<file path="config.mk">
export PLATFORM = sky130hd
export DESIGN_NAME = ast_tx
export DESIGN_NICKNAME = d
export VERILOG_FILES = /design/src/design/ast_pkg.sv /design/src/design/ast_baud_if.sv /design/src/design/ast_baud_gen.sv /design/src/design/ast_tx.sv
export VERILOG_INCLUDE_DIRS = /design/src /design/src/design
export SDC_FILE = /design/constraint.sdc
export NUM_CORES = 1
export LEC_CHECK = 0
export BUFFER_PORTS_ARGS = -buffer_cell sky130_fd_sc_hd__buf_2
export CORE_ASPECT_RATIO = 1.5
export CORE_MARGIN = 1.5
export CORE_UTILIZATION = 60
export CTS_BUF_LIST = sky130_fd_sc_hd__clkbuf_4 sky130_fd_sc_hd__clkbuf_8
export CTS_CLUSTER_DIAMETER = 120
export DETAILED_ROUTE_END_ITERATION = 8
export HOLD_SLACK_MARGIN = 0.08
export PLACE_DENSITY = 0.79
export RECOVER_POWER = 100
export SLEW_MARGIN = 20
export SYNTH_ARGS = -nofsm -noshare
export SYNTH_HDL_FRONTEND = slang
export SYNTH_SLANG_ARGS = --single-unit
</file>
<file path="constraint.sdc">
create_clock -name CLOCK -period 3.2 [get_ports CLOCK]
set_input_delay 0.32 -clock CLOCK [delete_from_list [all_inputs] [get_ports CLOCK]]
set_output_delay 0.32 -clock CLOCK [all_outputs]
set_load 0.01 [all_outputs]
</file>
<file path="src/design/ast_cfg.svh">
// register map, field positions, reset values and timing counts for the serial transmitter
`ifndef AST_CFG_SVH
`define AST_CFG_SVH
`define AST_ADDR_W          3
`define AST_OFF_TXCTL       3'h0
`define AST_OFF_RATECTL     3'h1
`define AST_OFF_DIVLO       3'h2
`define AST_OFF_DIVHI       3'h3
`define AST_OFF_HOLD        3'h4
`define AST_OFF_FLAGS       3'h5
`define AST_OFF_PIE         3'h6
`define AST_OFF_IRQCTL      3'h7
`define AST_TX_NINE         6
`define AST_TX_EN           5
`define AST_TX_SYNC         4
`define AST_TX_HSPEED       2
`define AST_TX_SHEMPTY      1
`define AST_TX_NINTHD       0
`define AST_RC_RXINV        5
`define AST_RC_IDLEPOL      4
`define AST_RC_WIDE         3
`define AST_RC_PORTEN       7
`define AST_FL_TXEMPTY      4
`define AST_PIE_TRANSMIT_IRQ_ENABLE        4
`define AST_IC_GLOBAL       7
`define AST_IC_PERIPH       6
`define AST_TXCTL_RST       8'h02
`define AST_RATECTL_RST     8'h00
`define AST_OVS_FAST        16
`define AST_OVS_SLOW        64
`define AST_FLAG_SETTLE     2
`endif

</file>
<file path="src/design/ast_pkg.sv">
// types shared by the serial transmitter modules
package ast_pkg;
  typedef enum logic [1:0] {
    AST_IDLE  = 2'b00,
    AST_START = 2'b01,
    AST_DATA  = 2'b11,
    AST_STOP  = 2'b10
  } ast_state_t;
endpackage : ast_pkg

</file>
<file path="src/design/ast_baud_if.sv">
// baud tick link between the generator and the transmitter
`timescale 1ns/1ps
interface ast_baud_if;
  logic        run;
  logic        wide;
  logic        fast;
  logic [15:0] divisor;
  logic        tick;
  modport gen (input run, input wide, input fast, input divisor, output tick);
  modport user (output run, output wide, output fast, output divisor, input tick);
endinterface : ast_baud_if

</file>
<file path="src/design/ast_baud_gen.sv">
// divisor counter that makes one oversample tick per period
`timescale 1ns/1ps
module ast_baud_gen (
  input wire logic CLOCK,
  input wire logic RST,
  ast_baud_if.gen  bif
);
  logic [15:0] cnt_q;
  logic [15:0] top;
  // narrow divisor uses only the low byte
  assign top = bif.wide ? bif.divisor : {8'h00, bif.divisor[7:0]};
  always_ff @(posedge CLOCK) begin
    if (RST || !bif.run) begin
      cnt_q    <= 16'h0000;
      bif.tick <= 1'b0;
    end else if (cnt_q >= top) begin
      cnt_q    <= 16'h0000;
      bif.tick <= 1'b1;
    end else begin
      cnt_q    <= cnt_q + 16'h0001;
      bif.tick <= 1'b0;
    end
  end
endmodule : ast_baud_gen

</file>
<file path="src/design/ast_tx.sv">
// asynchronous serial transmitter with register port and shared baud generator
`timescale 1ns/1ps
`include "ast_cfg.svh"
// Contract
// - clocked-mode select cleared means asynchronous operation
// - frame is start bit, eight or nine data bits, one stop bit
// - data goes out least significant bit first
// - transmit and receive share frame format and baud rate
// - 8 or 16 bit divisor, tick at x16 or x64 bit rate
// - no hardware parity; ninth bit comes from software
// - timing pin idles high when polarity bit set, else low
// - receive invert bit inverts incoming data
// - shifter reloads only after stop bit, then at once if word pending
// - buffer to shifter move takes one cycle, then empty flag sets
// - empty flag sets regardless of enable, software cannot clear it; here it sets only on transmit enable rising or on a load
// - empty flag clears and is valid by second cycle after write
// - read-only shifter empty bit, no interrupt
// - shifter is not visible in the register map
// - setting transmit enable sets empty flag
// - interrupt needs global and peripheral enables
// - port enable cleared holds port in reset
module ast_tx (
  input  wire logic                   CLOCK,
  input  wire logic                   RST,
  input  wire logic [`AST_ADDR_W-1:0] ADDR,
  input  wire logic [7:0]             WDATA,
  input  wire logic                   WR,
  input  wire logic                   RD,
  output logic      [7:0]             RDATA,
  input  wire logic                   RX_PIN,
  output logic                        RX_DATA,
  output logic                        TX_PIN,
  output logic                        TX_OE,
  output logic                        TIMING_PIN,
  output logic                        IRQ
);
  logic [7:0]  txctl_q;
  logic [7:0]  ratectl_q;
  logic [7:0]  divlo_q;
  logic [7:0]  divhi_q;
  logic [7:0]  pie_q;
  logic [7:0]  irqctl_q;
  logic [8:0]  hold_q;
  logic        hold_full_q;
  logic        empty_flag_q;
  logic [1:0]  settle_q;
  logic [8:0]  shift_q;
  logic [3:0]  bit_cnt_q;
  logic [5:0]  ovs_q;
  logic        load_q;
  logic [1:0]  rx_sync_q;
  ast_pkg::ast_state_t state_q;
  logic        port_on;
  logic        tx_on;
  logic        bit_end;
  logic        hold_wr;
  logic        en_rise;
  logic        prev_en_q;
  logic        frame_done;
  logic [5:0]  ovs_top;
  logic [3:0]  last_bit;

  ast_baud_if bif ();

  function automatic logic is_wr(input logic [`AST_ADDR_W-1:0] off);
    is_wr = WR && (ADDR == off);
  endfunction : is_wr

  assign port_on  = ratectl_q[`AST_RC_PORTEN] && !txctl_q[`AST_TX_SYNC];
  assign tx_on    = port_on && txctl_q[`AST_TX_EN];
  assign hold_wr  = is_wr(`AST_OFF_HOLD);
  assign en_rise  = txctl_q[`AST_TX_EN] && !prev_en_q;
  // x16 when wide or high-speed chosen, x64 otherwise
  assign ovs_top  = (ratectl_q[`AST_RC_WIDE] || txctl_q[`AST_TX_HSPEED]) ?
                    6'(`AST_OVS_FAST - 1) : 6'(`AST_OVS_SLOW - 1);
  assign bit_end  = bif.tick && (ovs_q == ovs_top);
  assign last_bit = txctl_q[`AST_TX_NINE] ? 4'h8 : 4'h7;
  assign frame_done = (state_q == ast_pkg::AST_STOP) && bit_end;

  assign bif.run     = port_on;
  assign bif.wide    = ratectl_q[`AST_RC_WIDE];
  assign bif.fast    = txctl_q[`AST_TX_HSPEED];
  assign bif.divisor = {divhi_q, divlo_q};

  ast_baud_gen u_baud (
    .CLOCK (CLOCK),
    .RST   (RST),
    .bif   (bif)
  );

  // configuration registers; the shifter has no address of its own
  always_ff @(posedge CLOCK) begin
    if (RST) begin
      txctl_q   <= `AST_TXCTL_RST;
      ratectl_q <= `AST_RATECTL_RST;
      divlo_q   <= 8'h00;
      divhi_q   <= 8'h00;
      pie_q     <= 8'h00;
      irqctl_q  <= 8'h00;
      prev_en_q <= 1'b0;
    end else begin
      prev_en_q <= txctl_q[`AST_TX_EN];
      // shifter empty bit is read-only, kept out of writes
      if (is_wr(`AST_OFF_TXCTL))
        txctl_q <= {WDATA[7:2], txctl_q[`AST_TX_SHEMPTY], WDATA[0]};
      else
        txctl_q[`AST_TX_SHEMPTY] <= (state_q == ast_pkg::AST_IDLE) && !load_q;
      if (is_wr(`AST_OFF_RATECTL))
        ratectl_q <= WDATA;
      if (is_wr(`AST_OFF_DIVLO))
        divlo_q <= WDATA;
      if (is_wr(`AST_OFF_DIVHI))
        divhi_q <= WDATA;
      if (is_wr(`AST_OFF_PIE))
        pie_q <= WDATA;
      if (is_wr(`AST_OFF_IRQCTL))
        irqctl_q <= WDATA;
    end
  end

  // holding buffer; ninth bit latched from control at write time
  always_ff @(posedge CLOCK) begin
    if (RST || !port_on) begin
      hold_q      <= 9'h000;
      hold_full_q <= 1'b0;
    end else if (hold_wr) begin
      hold_q      <= {txctl_q[`AST_TX_NINTHD], WDATA};
      hold_full_q <= 1'b1;
    end else if (load_q) begin
      hold_full_q <= 1'b0;
    end
  end

  // flag drops one cycle late on purpose, mirroring pipeline latency
  always_ff @(posedge CLOCK) begin
    if (RST || !port_on) begin
      settle_q     <= 2'b00;
      empty_flag_q <= 1'b0;
    end else begin
      settle_q <= {settle_q[0], hold_wr};
      if (en_rise || (load_q && !hold_wr))
        empty_flag_q <= 1'b1;
      else if (settle_q[0])
        empty_flag_q <= 1'b0;
    end
  end

  // load pulse: one cycle transfer from buffer into shifter
  always_ff @(posedge CLOCK) begin
    if (RST || !tx_on)
      load_q <= 1'b0;
    else
      load_q <= hold_full_q && !load_q && !settle_q[0] && !settle_q[1] &&
                ((state_q == ast_pkg::AST_IDLE) || frame_done);
  end

  // frame sequencer
  always_ff @(posedge CLOCK) begin
    if (RST || !tx_on) begin
      state_q   <= ast_pkg::AST_IDLE;
      shift_q   <= 9'h000;
      bit_cnt_q <= 4'h0;
      ovs_q     <= 6'h00;
    end else begin
      if (bif.tick)
        ovs_q <= (ovs_q == ovs_top) ? 6'h00 : ovs_q + 6'h01;
      case (state_q)
        ast_pkg::AST_IDLE: begin
          ovs_q <= 6'h00;
          if (load_q) begin
            shift_q   <= hold_q;
            bit_cnt_q <= 4'h0;
            state_q   <= ast_pkg::AST_START;
          end
        end
        ast_pkg::AST_START: begin
          if (bit_end)
            state_q <= ast_pkg::AST_DATA;
        end
        ast_pkg::AST_DATA: begin
          if (bit_end) begin
            shift_q   <= {1'b0, shift_q[8:1]};
            bit_cnt_q <= bit_cnt_q + 4'h1;
            if (bit_cnt_q == last_bit)
              state_q <= ast_pkg::AST_STOP;
          end
        end
        ast_pkg::AST_STOP: begin
          if (bit_end)
            state_q <= ast_pkg::AST_IDLE;
        end
        default: state_q <= ast_pkg::AST_IDLE;
      endcase
    end
  end

  // pins and interrupt, all registered
  always_ff @(posedge CLOCK) begin
    if (RST) begin
      TX_PIN     <= 1'b1;
      TX_OE      <= 1'b0;
      TIMING_PIN <= 1'b0;
      IRQ        <= 1'b0;
      rx_sync_q  <= 2'b11;
      RX_DATA    <= 1'b1;
    end else begin
      TX_OE <= port_on;
      case (state_q)
        ast_pkg::AST_START: TX_PIN <= 1'b0;
        ast_pkg::AST_DATA:  TX_PIN <= shift_q[0];
        default:            TX_PIN <= 1'b1;
      endcase
      TIMING_PIN <= ratectl_q[`AST_RC_IDLEPOL];
      IRQ <= empty_flag_q && pie_q[`AST_PIE_TRANSMIT_IRQ_ENABLE] &&
             irqctl_q[`AST_IC_GLOBAL] && irqctl_q[`AST_IC_PERIPH];
      rx_sync_q <= {rx_sync_q[0], RX_PIN};
      RX_DATA   <= rx_sync_q[1] ^ ratectl_q[`AST_RC_RXINV];
    end
  end

  // read port; the holding buffer reads back its last value
  always_ff @(posedge CLOCK) begin
    if (RST) begin
      RDATA <= 8'h00;
    end else if (RD) begin
      case (ADDR)
        `AST_OFF_TXCTL:   RDATA <= txctl_q;
        `AST_OFF_RATECTL: RDATA <= ratectl_q;
        `AST_OFF_DIVLO:   RDATA <= divlo_q;
        `AST_OFF_DIVHI:   RDATA <= divhi_q;
        `AST_OFF_HOLD:    RDATA <= hold_q[7:0];
        `AST_OFF_FLAGS:   RDATA <= 8'(empty_flag_q) << `AST_FL_TXEMPTY;
        `AST_OFF_PIE:     RDATA <= pie_q;
        `AST_OFF_IRQCTL:  RDATA <= irqctl_q;
        default:          RDATA <= 8'h00;
      endcase
    end else begin
      RDATA <= 8'h00;
    end
  end

  a_stop_mark: assert property (@(posedge CLOCK) disable iff (RST)
    (state_q == ast_pkg::AST_STOP) |=> TX_PIN) else $error("stop bit not mark");
  a_start_space: assert property (@(posedge CLOCK) disable iff (RST)
    (state_q == ast_pkg::AST_START) |=> !TX_PIN) else $error("start bit not space");
  a_no_midframe: assert property (@(posedge CLOCK) disable iff (RST)
    load_q |-> (state_q == ast_pkg::AST_IDLE) || frame_done) else $error("reload mid frame");
  a_load_flag: assert property (@(posedge CLOCK) disable iff (RST)
    load_q && port_on && !hold_wr |=> empty_flag_q) else $error("flag not set on load");
  a_en_flag: assert property (@(posedge CLOCK) disable iff (RST)
    en_rise && port_on |=> empty_flag_q) else $error("enable did not set flag");
  a_flag_clear: assert property (@(posedge CLOCK) disable iff (RST)
    hold_wr && port_on && !load_q ##1 !load_q && port_on |=> !empty_flag_q)
    else $error("flag not cleared after write");
  a_idle_pol: assert property (@(posedge CLOCK) disable iff (RST)
    ##1 $stable(ratectl_q) |=> TIMING_PIN == $past(ratectl_q[`AST_RC_IDLEPOL]))
    else $error("timing pin idle wrong");
  a_irq_gate: assert property (@(posedge CLOCK) disable iff (RST)
    IRQ |-> $past(irqctl_q[`AST_IC_GLOBAL] && irqctl_q[`AST_IC_PERIPH]))
    else $error("irq without enables");
  a_port_reset: assert property (@(posedge CLOCK) disable iff (RST)
    !port_on |=> state_q == ast_pkg::AST_IDLE && !hold_full_q) else $error("port not held");

  // pin and status checks; one cycle of register latency is expected everywhere except the same-cycle data length check
  a_lsb_first: assert property (@(posedge CLOCK) disable iff (RST)
    (state_q == ast_pkg::AST_DATA) |=> TX_PIN == $past(shift_q[0])) else $error("data bit order wrong");
  a_data_len: assert property (@(posedge CLOCK) disable iff (RST)
    (state_q == ast_pkg::AST_DATA) |-> bit_cnt_q <= last_bit) else $error("too many data bits");
  a_start_load: assert property (@(posedge CLOCK) disable iff (RST)
    load_q && tx_on && (state_q == ast_pkg::AST_IDLE) |=> state_q == ast_pkg::AST_START)
    else $error("load did not start frame");
  a_shempty_ro: assert property (@(posedge CLOCK) disable iff (RST)
    WR && (ADDR == `AST_OFF_TXCTL) |=> txctl_q[`AST_TX_SHEMPTY] == $past(txctl_q[`AST_TX_SHEMPTY]))
    else $error("shifter empty bit written");
  a_shempty_busy: assert property (@(posedge CLOCK) disable iff (RST)
    (state_q != ast_pkg::AST_IDLE) && !WR |=> !txctl_q[`AST_TX_SHEMPTY]) else $error("busy shows empty");
  a_oe_on: assert property (@(posedge CLOCK) disable iff (RST)
    port_on |=> TX_OE) else $error("pin not driven while on");
  a_oe_off: assert property (@(posedge CLOCK) disable iff (RST)
    !port_on |=> !TX_OE) else $error("pin driven while off");
  a_flag_off: assert property (@(posedge CLOCK) disable iff (RST)
    !port_on |=> !empty_flag_q) else $error("flag set while off");
  a_rx_invert: assert property (@(posedge CLOCK) disable iff (RST)
    1'b1 |=> RX_DATA == ($past(rx_sync_q[1]) ^ $past(ratectl_q[`AST_RC_RXINV])))
    else $error("receive polarity wrong");
  a_rdata_idle: assert property (@(posedge CLOCK) disable iff (RST)
    !RD |=> RDATA == 8'h00) else $error("read data without read");

  // main scenarios
  c_frame: cover property (@(posedge CLOCK) frame_done);
  c_x16: cover property (@(posedge CLOCK) frame_done && (ovs_top == 6'h0F));
  c_irq: cover property (@(posedge CLOCK) $rose(IRQ));
  c_back2back: cover property (@(posedge CLOCK) frame_done ##1 load_q);
  c_nine: cover property (@(posedge CLOCK) frame_done && txctl_q[`AST_TX_NINE]);
endmodule : ast_tx

</file>
# Word level (Yosys, flattened, before mapping)
# Index checks and enable logic that the tools add are counted.
# totals
reg_bits	116
latch_bits	0
mem_bits_rw	0
mem_bits_ro	0
inputBits	16
out_inout_bits	13
word_cells	116
n_memories	0
# op_classes
n_addsub	3
n_mul	0
n_div	0
order_cmp	1
eq_ne	17
shift	0
mux	23
bitwise_logic	2
reduce_logical	44
# ops
op	count
$pmux W8 S8	1
$logic_and A1 B1 Y1	21
$mux W9	2
$pmux W9 S2	1
$add A16 B1 Y16 const B	1
$ge A16 B16 Y1	1
$mux W16	1
$eq A3 B3 Y1 const B	4
$mux W4	3
$mux W6	2
$mux W2	5
$ne A2 B2 Y1 const B	5
$logic_not A1 Y1	8
$pmux W2 S4	1
$pmux W4 S2	1
$add A6 B1 Y6 const B	1
$eq A3 B2 Y1 const B	2
$eq A6 B6 Y1	1
$reduce_bool A2 Y1	3
$reduce_or A2 Y1	3
$logic_or A1 B1 Y1	5
$mux W1	5
$reduce_and A5 Y1	1
$add A4 B1 Y4 const B	1
other kinds (10)	11

# Longest topological paths before layout
# logic_depth
ltp_word	7
ltp_mapped	9
mapped_depth_nobuf	7

# Hierarchy
# Synthesis repeated with hierarchy kept, for this count alone.
# hier_totals
hier_cells	609
hier_area_um2	5292.6
# by_module_without_submodules
mod	n_inst	cells_each	area_per_inst_um2	seq_area_each_um2
ast_tx	1	475	4087.7	1981.9
ast_baud_gen	1	134	1204.9	340.3

# Worst setup path after synthesis
# Ideal clock, no wire load.
# synth_timing
kind	reg2reg
start	reg ratectl_q[3]
end	reg u_baud.cnt_q[10]
setup_time_ps	132
t_arrival_ps	1916
required_time_ps	3068
path_slack_ps	1152
path_stages_with_launch	10
path_buffers	2
period_less_slack_ps	2048
path_cell_list	dfxtp_1 -> clkbuf_1 -> nand2_1 -> ha_1 -> nand4_1 -> nor2_1 -> o21ai_0 -> o211ai_1 -> buf_2 -> nor3_1
# synth_between
elab_chain_cells	3
# synth_lines
item	line	rtl
from (decl)	ast_tx.sv:38	logic [7:0] ratectl_q;
from (signal assigned)	ast_tx.sv:95	ratectl_q <= `AST_RATECTL_RST;
$mux W16	ast_baud_gen.sv:11	assign top = bif.wide ? bif.divisor : {8'h00, bif.divisor[7:0]};
$ge A16 B16 Y1	ast_baud_gen.sv:16	end else if (cnt_q >= top) begin
$reduce_or A2 Y1 (no source line)	--	
to (signal assigned)	ast_baud_gen.sv:20	cnt_q <= cnt_q + 16'h0001;
to (decl)	ast_baud_gen.sv:8	logic [15:0] cnt_q;
# Every way passes these cells.
# A chain may end at the register's enable or synchronous reset.

# Final worst setup path
# layout_timing
start	in ADDR[0]
end	reg hold_q[1]
# layout_between
elab_chain_cells	2
# layout_lines
item	line	rtl
from (decl)	ast_tx.sv:25	input wire logic [`AST_ADDR_W-1:0] ADDR,
$eq A3 B3 Y1	ast_tx.sv:66	is_wr = WR && (ADDR == off);
$logic_and A1 B1 Y1	ast_tx.sv:66	
to (signal assigned)	ast_tx.sv:127	hold_q <= {txctl_q[`AST_TX_NINTHD], WDATA};
to (decl)	ast_tx.sv:43	logic [8:0] hold_q;
# Every way passes these cells.

==> results.toml <==
[die]
dieWidth_um = 78.7
dieArea_sq_um = 9160
pin_count = 29
core_area_sq_um = 8360
die_h_um = 116
initial_core_util_pct = 61.6
row_count = 41

[global_routing]
antenna_found_initial = 0
grt_pass1_vias = 4380
grt_max_degree = 55
grt_usage_pct = 31.2
grt_pass1_wl_um = 21500
gr-total-overflow = 0

[placement]
dp_hpwl_um = 9780
postPlaceCellArea_sq_um = 5330
port_buffers = 28
gp_congestion = 0.908
dp_cells = 742

[cts]
cts_sinks = 116
cts.repair.resized = 0
numCtsBuffers = 17
cts_tree = "done"
clock_path_buffers = 2
root_buffer = "clkbuf_8"
clkLatencyLatePin_ns = 0.45
clkTransAtPathRegs_ns = 0.07
h-tree-depth = 4

[final_layout]
n_antenna_cell = 0
final_cells = 776
syn_to_final_growth_pct = 12.1
design.final.nets = 691
finalInstanceArea_sq_um = 5780
drive_above_1_share_pct = 8.07

[power_and_ir_drop]
ir_drop_v = 0.000411
switchingPower_uw = 714
total_power_mw = 3.21
p_seq_share_pct = 45.9
p_leak_nw = 1.95
p_clk_share_pct = 49.4
p_int_mw = 2.49
p_per_area_nw_per_um2 = 556
p_comb_share_pct = 4.7
p_sw_share_pct = 22.3

[worst_setup_path]
crit_required_ns = 3.54
cp_max_fo = 26
cp.arrival_ns = 2.99
rrSetupSlack_ns = 0.61
end_kind = "flop"
crit_path_start_kind = "input port"
path_class = "input port to flop"

[timing]
hold_violations = 0
max_freq_mhz = 377
finalSetupTns_ns = 0
period_share_pct = 82.8
slew_violations = 55
finalHoldWorstSlack_ns = 0.183
setup_viol = 0
tightest_slew_ns = 2.37
rsz0062_at_grt = "false"
fin_skew_ns = 0.00924
period_minus_slack_ns = 2.65
slew_headroom_pct = -58.0

[run_status]
violations = "max-capacitance violations, max-slew violations"
outcome = "finished, violations left"

[logic_synthesis]
synthTopCellsByArea = "dfxtp_1 45%, nand2_1 11%, a21oi_1 6.7%"
seq_area_frac_synth_pct = 45.1
syn_inst = 631
yosys_register_bits = 116
async_reset_ff_share_pct = 0
synth_warnings = 0
syn-mean-instance-area_sq_um = 8.17
synth_cell_types = 53
syn_area_sq_um = 5150
synth-main-ff-cell = "dfxtp_1"
synth_edf_count = 0
synth_top_area_cell = "dfxtp_1"
synth_top_area_share_pct = 45.1
synth_nets = 666

[route]
highest_layer = "met4"
drtIter0Drc = 429
vias = 4624
antenna_left = 0
drc = 0
wl_met2_um = 7180
drt_wl_total_um = 13800
firstDrtPassIters = 5
dr_wl_met3_um = 897
vias_per_cell = 5.96
wl_met1_um = 5140
wire_per_inst_um = 17.8

[hold_path]
holdCritPathClass = "input port to flop"

[run]
max-cap-violations = 1
[kinds of logic (layout without fill, tap and decap cells)]
logic type                 after synthesis  in the layout  share of synthesized area [%]
muxes                                   23             23                           4.74
DFF                                    116            116                           45.1
adders and majority gates               19             19                           4.61
buffers and inverters                   44             82                           3.57
xor gates and xnor gates                20             20                           3.40
and+or+nand+nor                        274            274                           22.7
AOI/OAI and AO/OA                      135            135                           15.9
[placed cells by master (no fill, tap or decap), types with 6 or more instances in the layout]
cell type	netlist	routed
a21oi_1	69	69
nor2_1	46	46
inv_1	17	17
clkbuf_8	0	24
nand4_1	9	9
clkbuf_1	15	18
a211oi_1	8	8
xnor2_1	13	13
nand3_1	10	10
nand2_1	157	157
nor2b_1	6	6
o21ai_0	25	26
nor3_1	26	26
xor2_1	7	7
dfxtp_1	116	116
mux2i_1	21	21
o211ai_1	6	6
ha_1	19	19
buf_2	6	13
[cell usage after synthesis, types with 7 or more instances]
cell,n
nand2_1,157
dfxtp_1,116
a21oi_1,69
nor2_1,46
nor3_1,26
o21ai_0,25
mux2i_1,21
ha_1,19
inv_1,17
clkbuf_1,15
xnor2_1,13
nand3_1,10
nand4_1,9
a211oi_1,8
xor2_1,7
[sequential cells by signal, indices dropped and copies added, names as in the netlist, 2 cells and up]
signal / count
pie_q: 8
hold_q: 9
state_q: 2
settle_q: 2
ovs_q: 6
u_baud.cnt_q: 16
rx_sync_q: 2
bit_cnt_q: 4
irqctl_q: 8
txctl_q: 8
ratectl_q: 8
divhi_q: 8
shift_q: 9
RDATA: 8
divlo_q: 8
[power groups by stage]
| stage | logic, mW | registers (mW) | clock network [mW] |
|---|---|---|---|
| after floorplan | 0.0922 | 1.50 | 0 |
| after global placement | 0.145 | 1.50 | 0 |
| after detailed placement | 0.147 | 1.51 | 0 |
| after CTS | 0.148 | 1.47 | 1.58 |
| after global routing | 0.163 | 1.47 | 1.66 |
| final | 0.152 | 1.47 | 1.58 |
[per-layer routing]
metal / up-vias / track usage (%)
met5: - / 0
met4: 0 / 16.0
met3: 50 / 8.20
met2: 178 / 56.5
met1: 2164 / 33.0
li1: 2232 / -
[through the flow]
step                setup slack [ns]  utilization, %
detailed placement             0.577            63.7
finish                         0.549            69.1
global placement               0.741            63.7
global route                   0.358            69.1
floorplan                       1.15               -
CTS                            0.554            69.5
[timing repair]
item	4_1_cts	5_1_grt
setup buffers	0	0
hold buffers	1	0
endpoints found under the hold margin	1	0
[worst max-delay path, stage by stage]
cell and delay, ns:
clkbuf_1 0.97, clkinv_1 0.64, nand2_1 0.31, or3_1 0.38
nand2_1 0.10, a21oi_1 0.25
[worst paths after layout]
path | startpoint | cells after the start | endpoint
max | ADDR[0] | 6 | hold_q[1]$_SDFFE_PP0P_
min | RST | 2 | TX_PIN$_SDFF_PP1_
max reg2reg | ratectl_q[3]$_SDFFE_PP0P_ | 8 | u_baud.cnt_q[2]$_SDFF_PP0_
min reg2reg | rx_sync_q[0]$_SDFF_PP1_ | 1 | rx_sync_q[1]$_SDFF_PP1_
[area by class of cell]
type | instances | area, sq um
Multi-Input combinational cell | 471 | 2640
Fill cell | 694 | 2580
Sequential cell | 116 | 2320
Clock buffer | 24 | 330
Clock inverter | 8 | 143
Timing Repair Buffer | 32 | 143
Tap cell | 107 | 134
Inverter | 18 | 67.6
(Power assumes the default switching activity.)
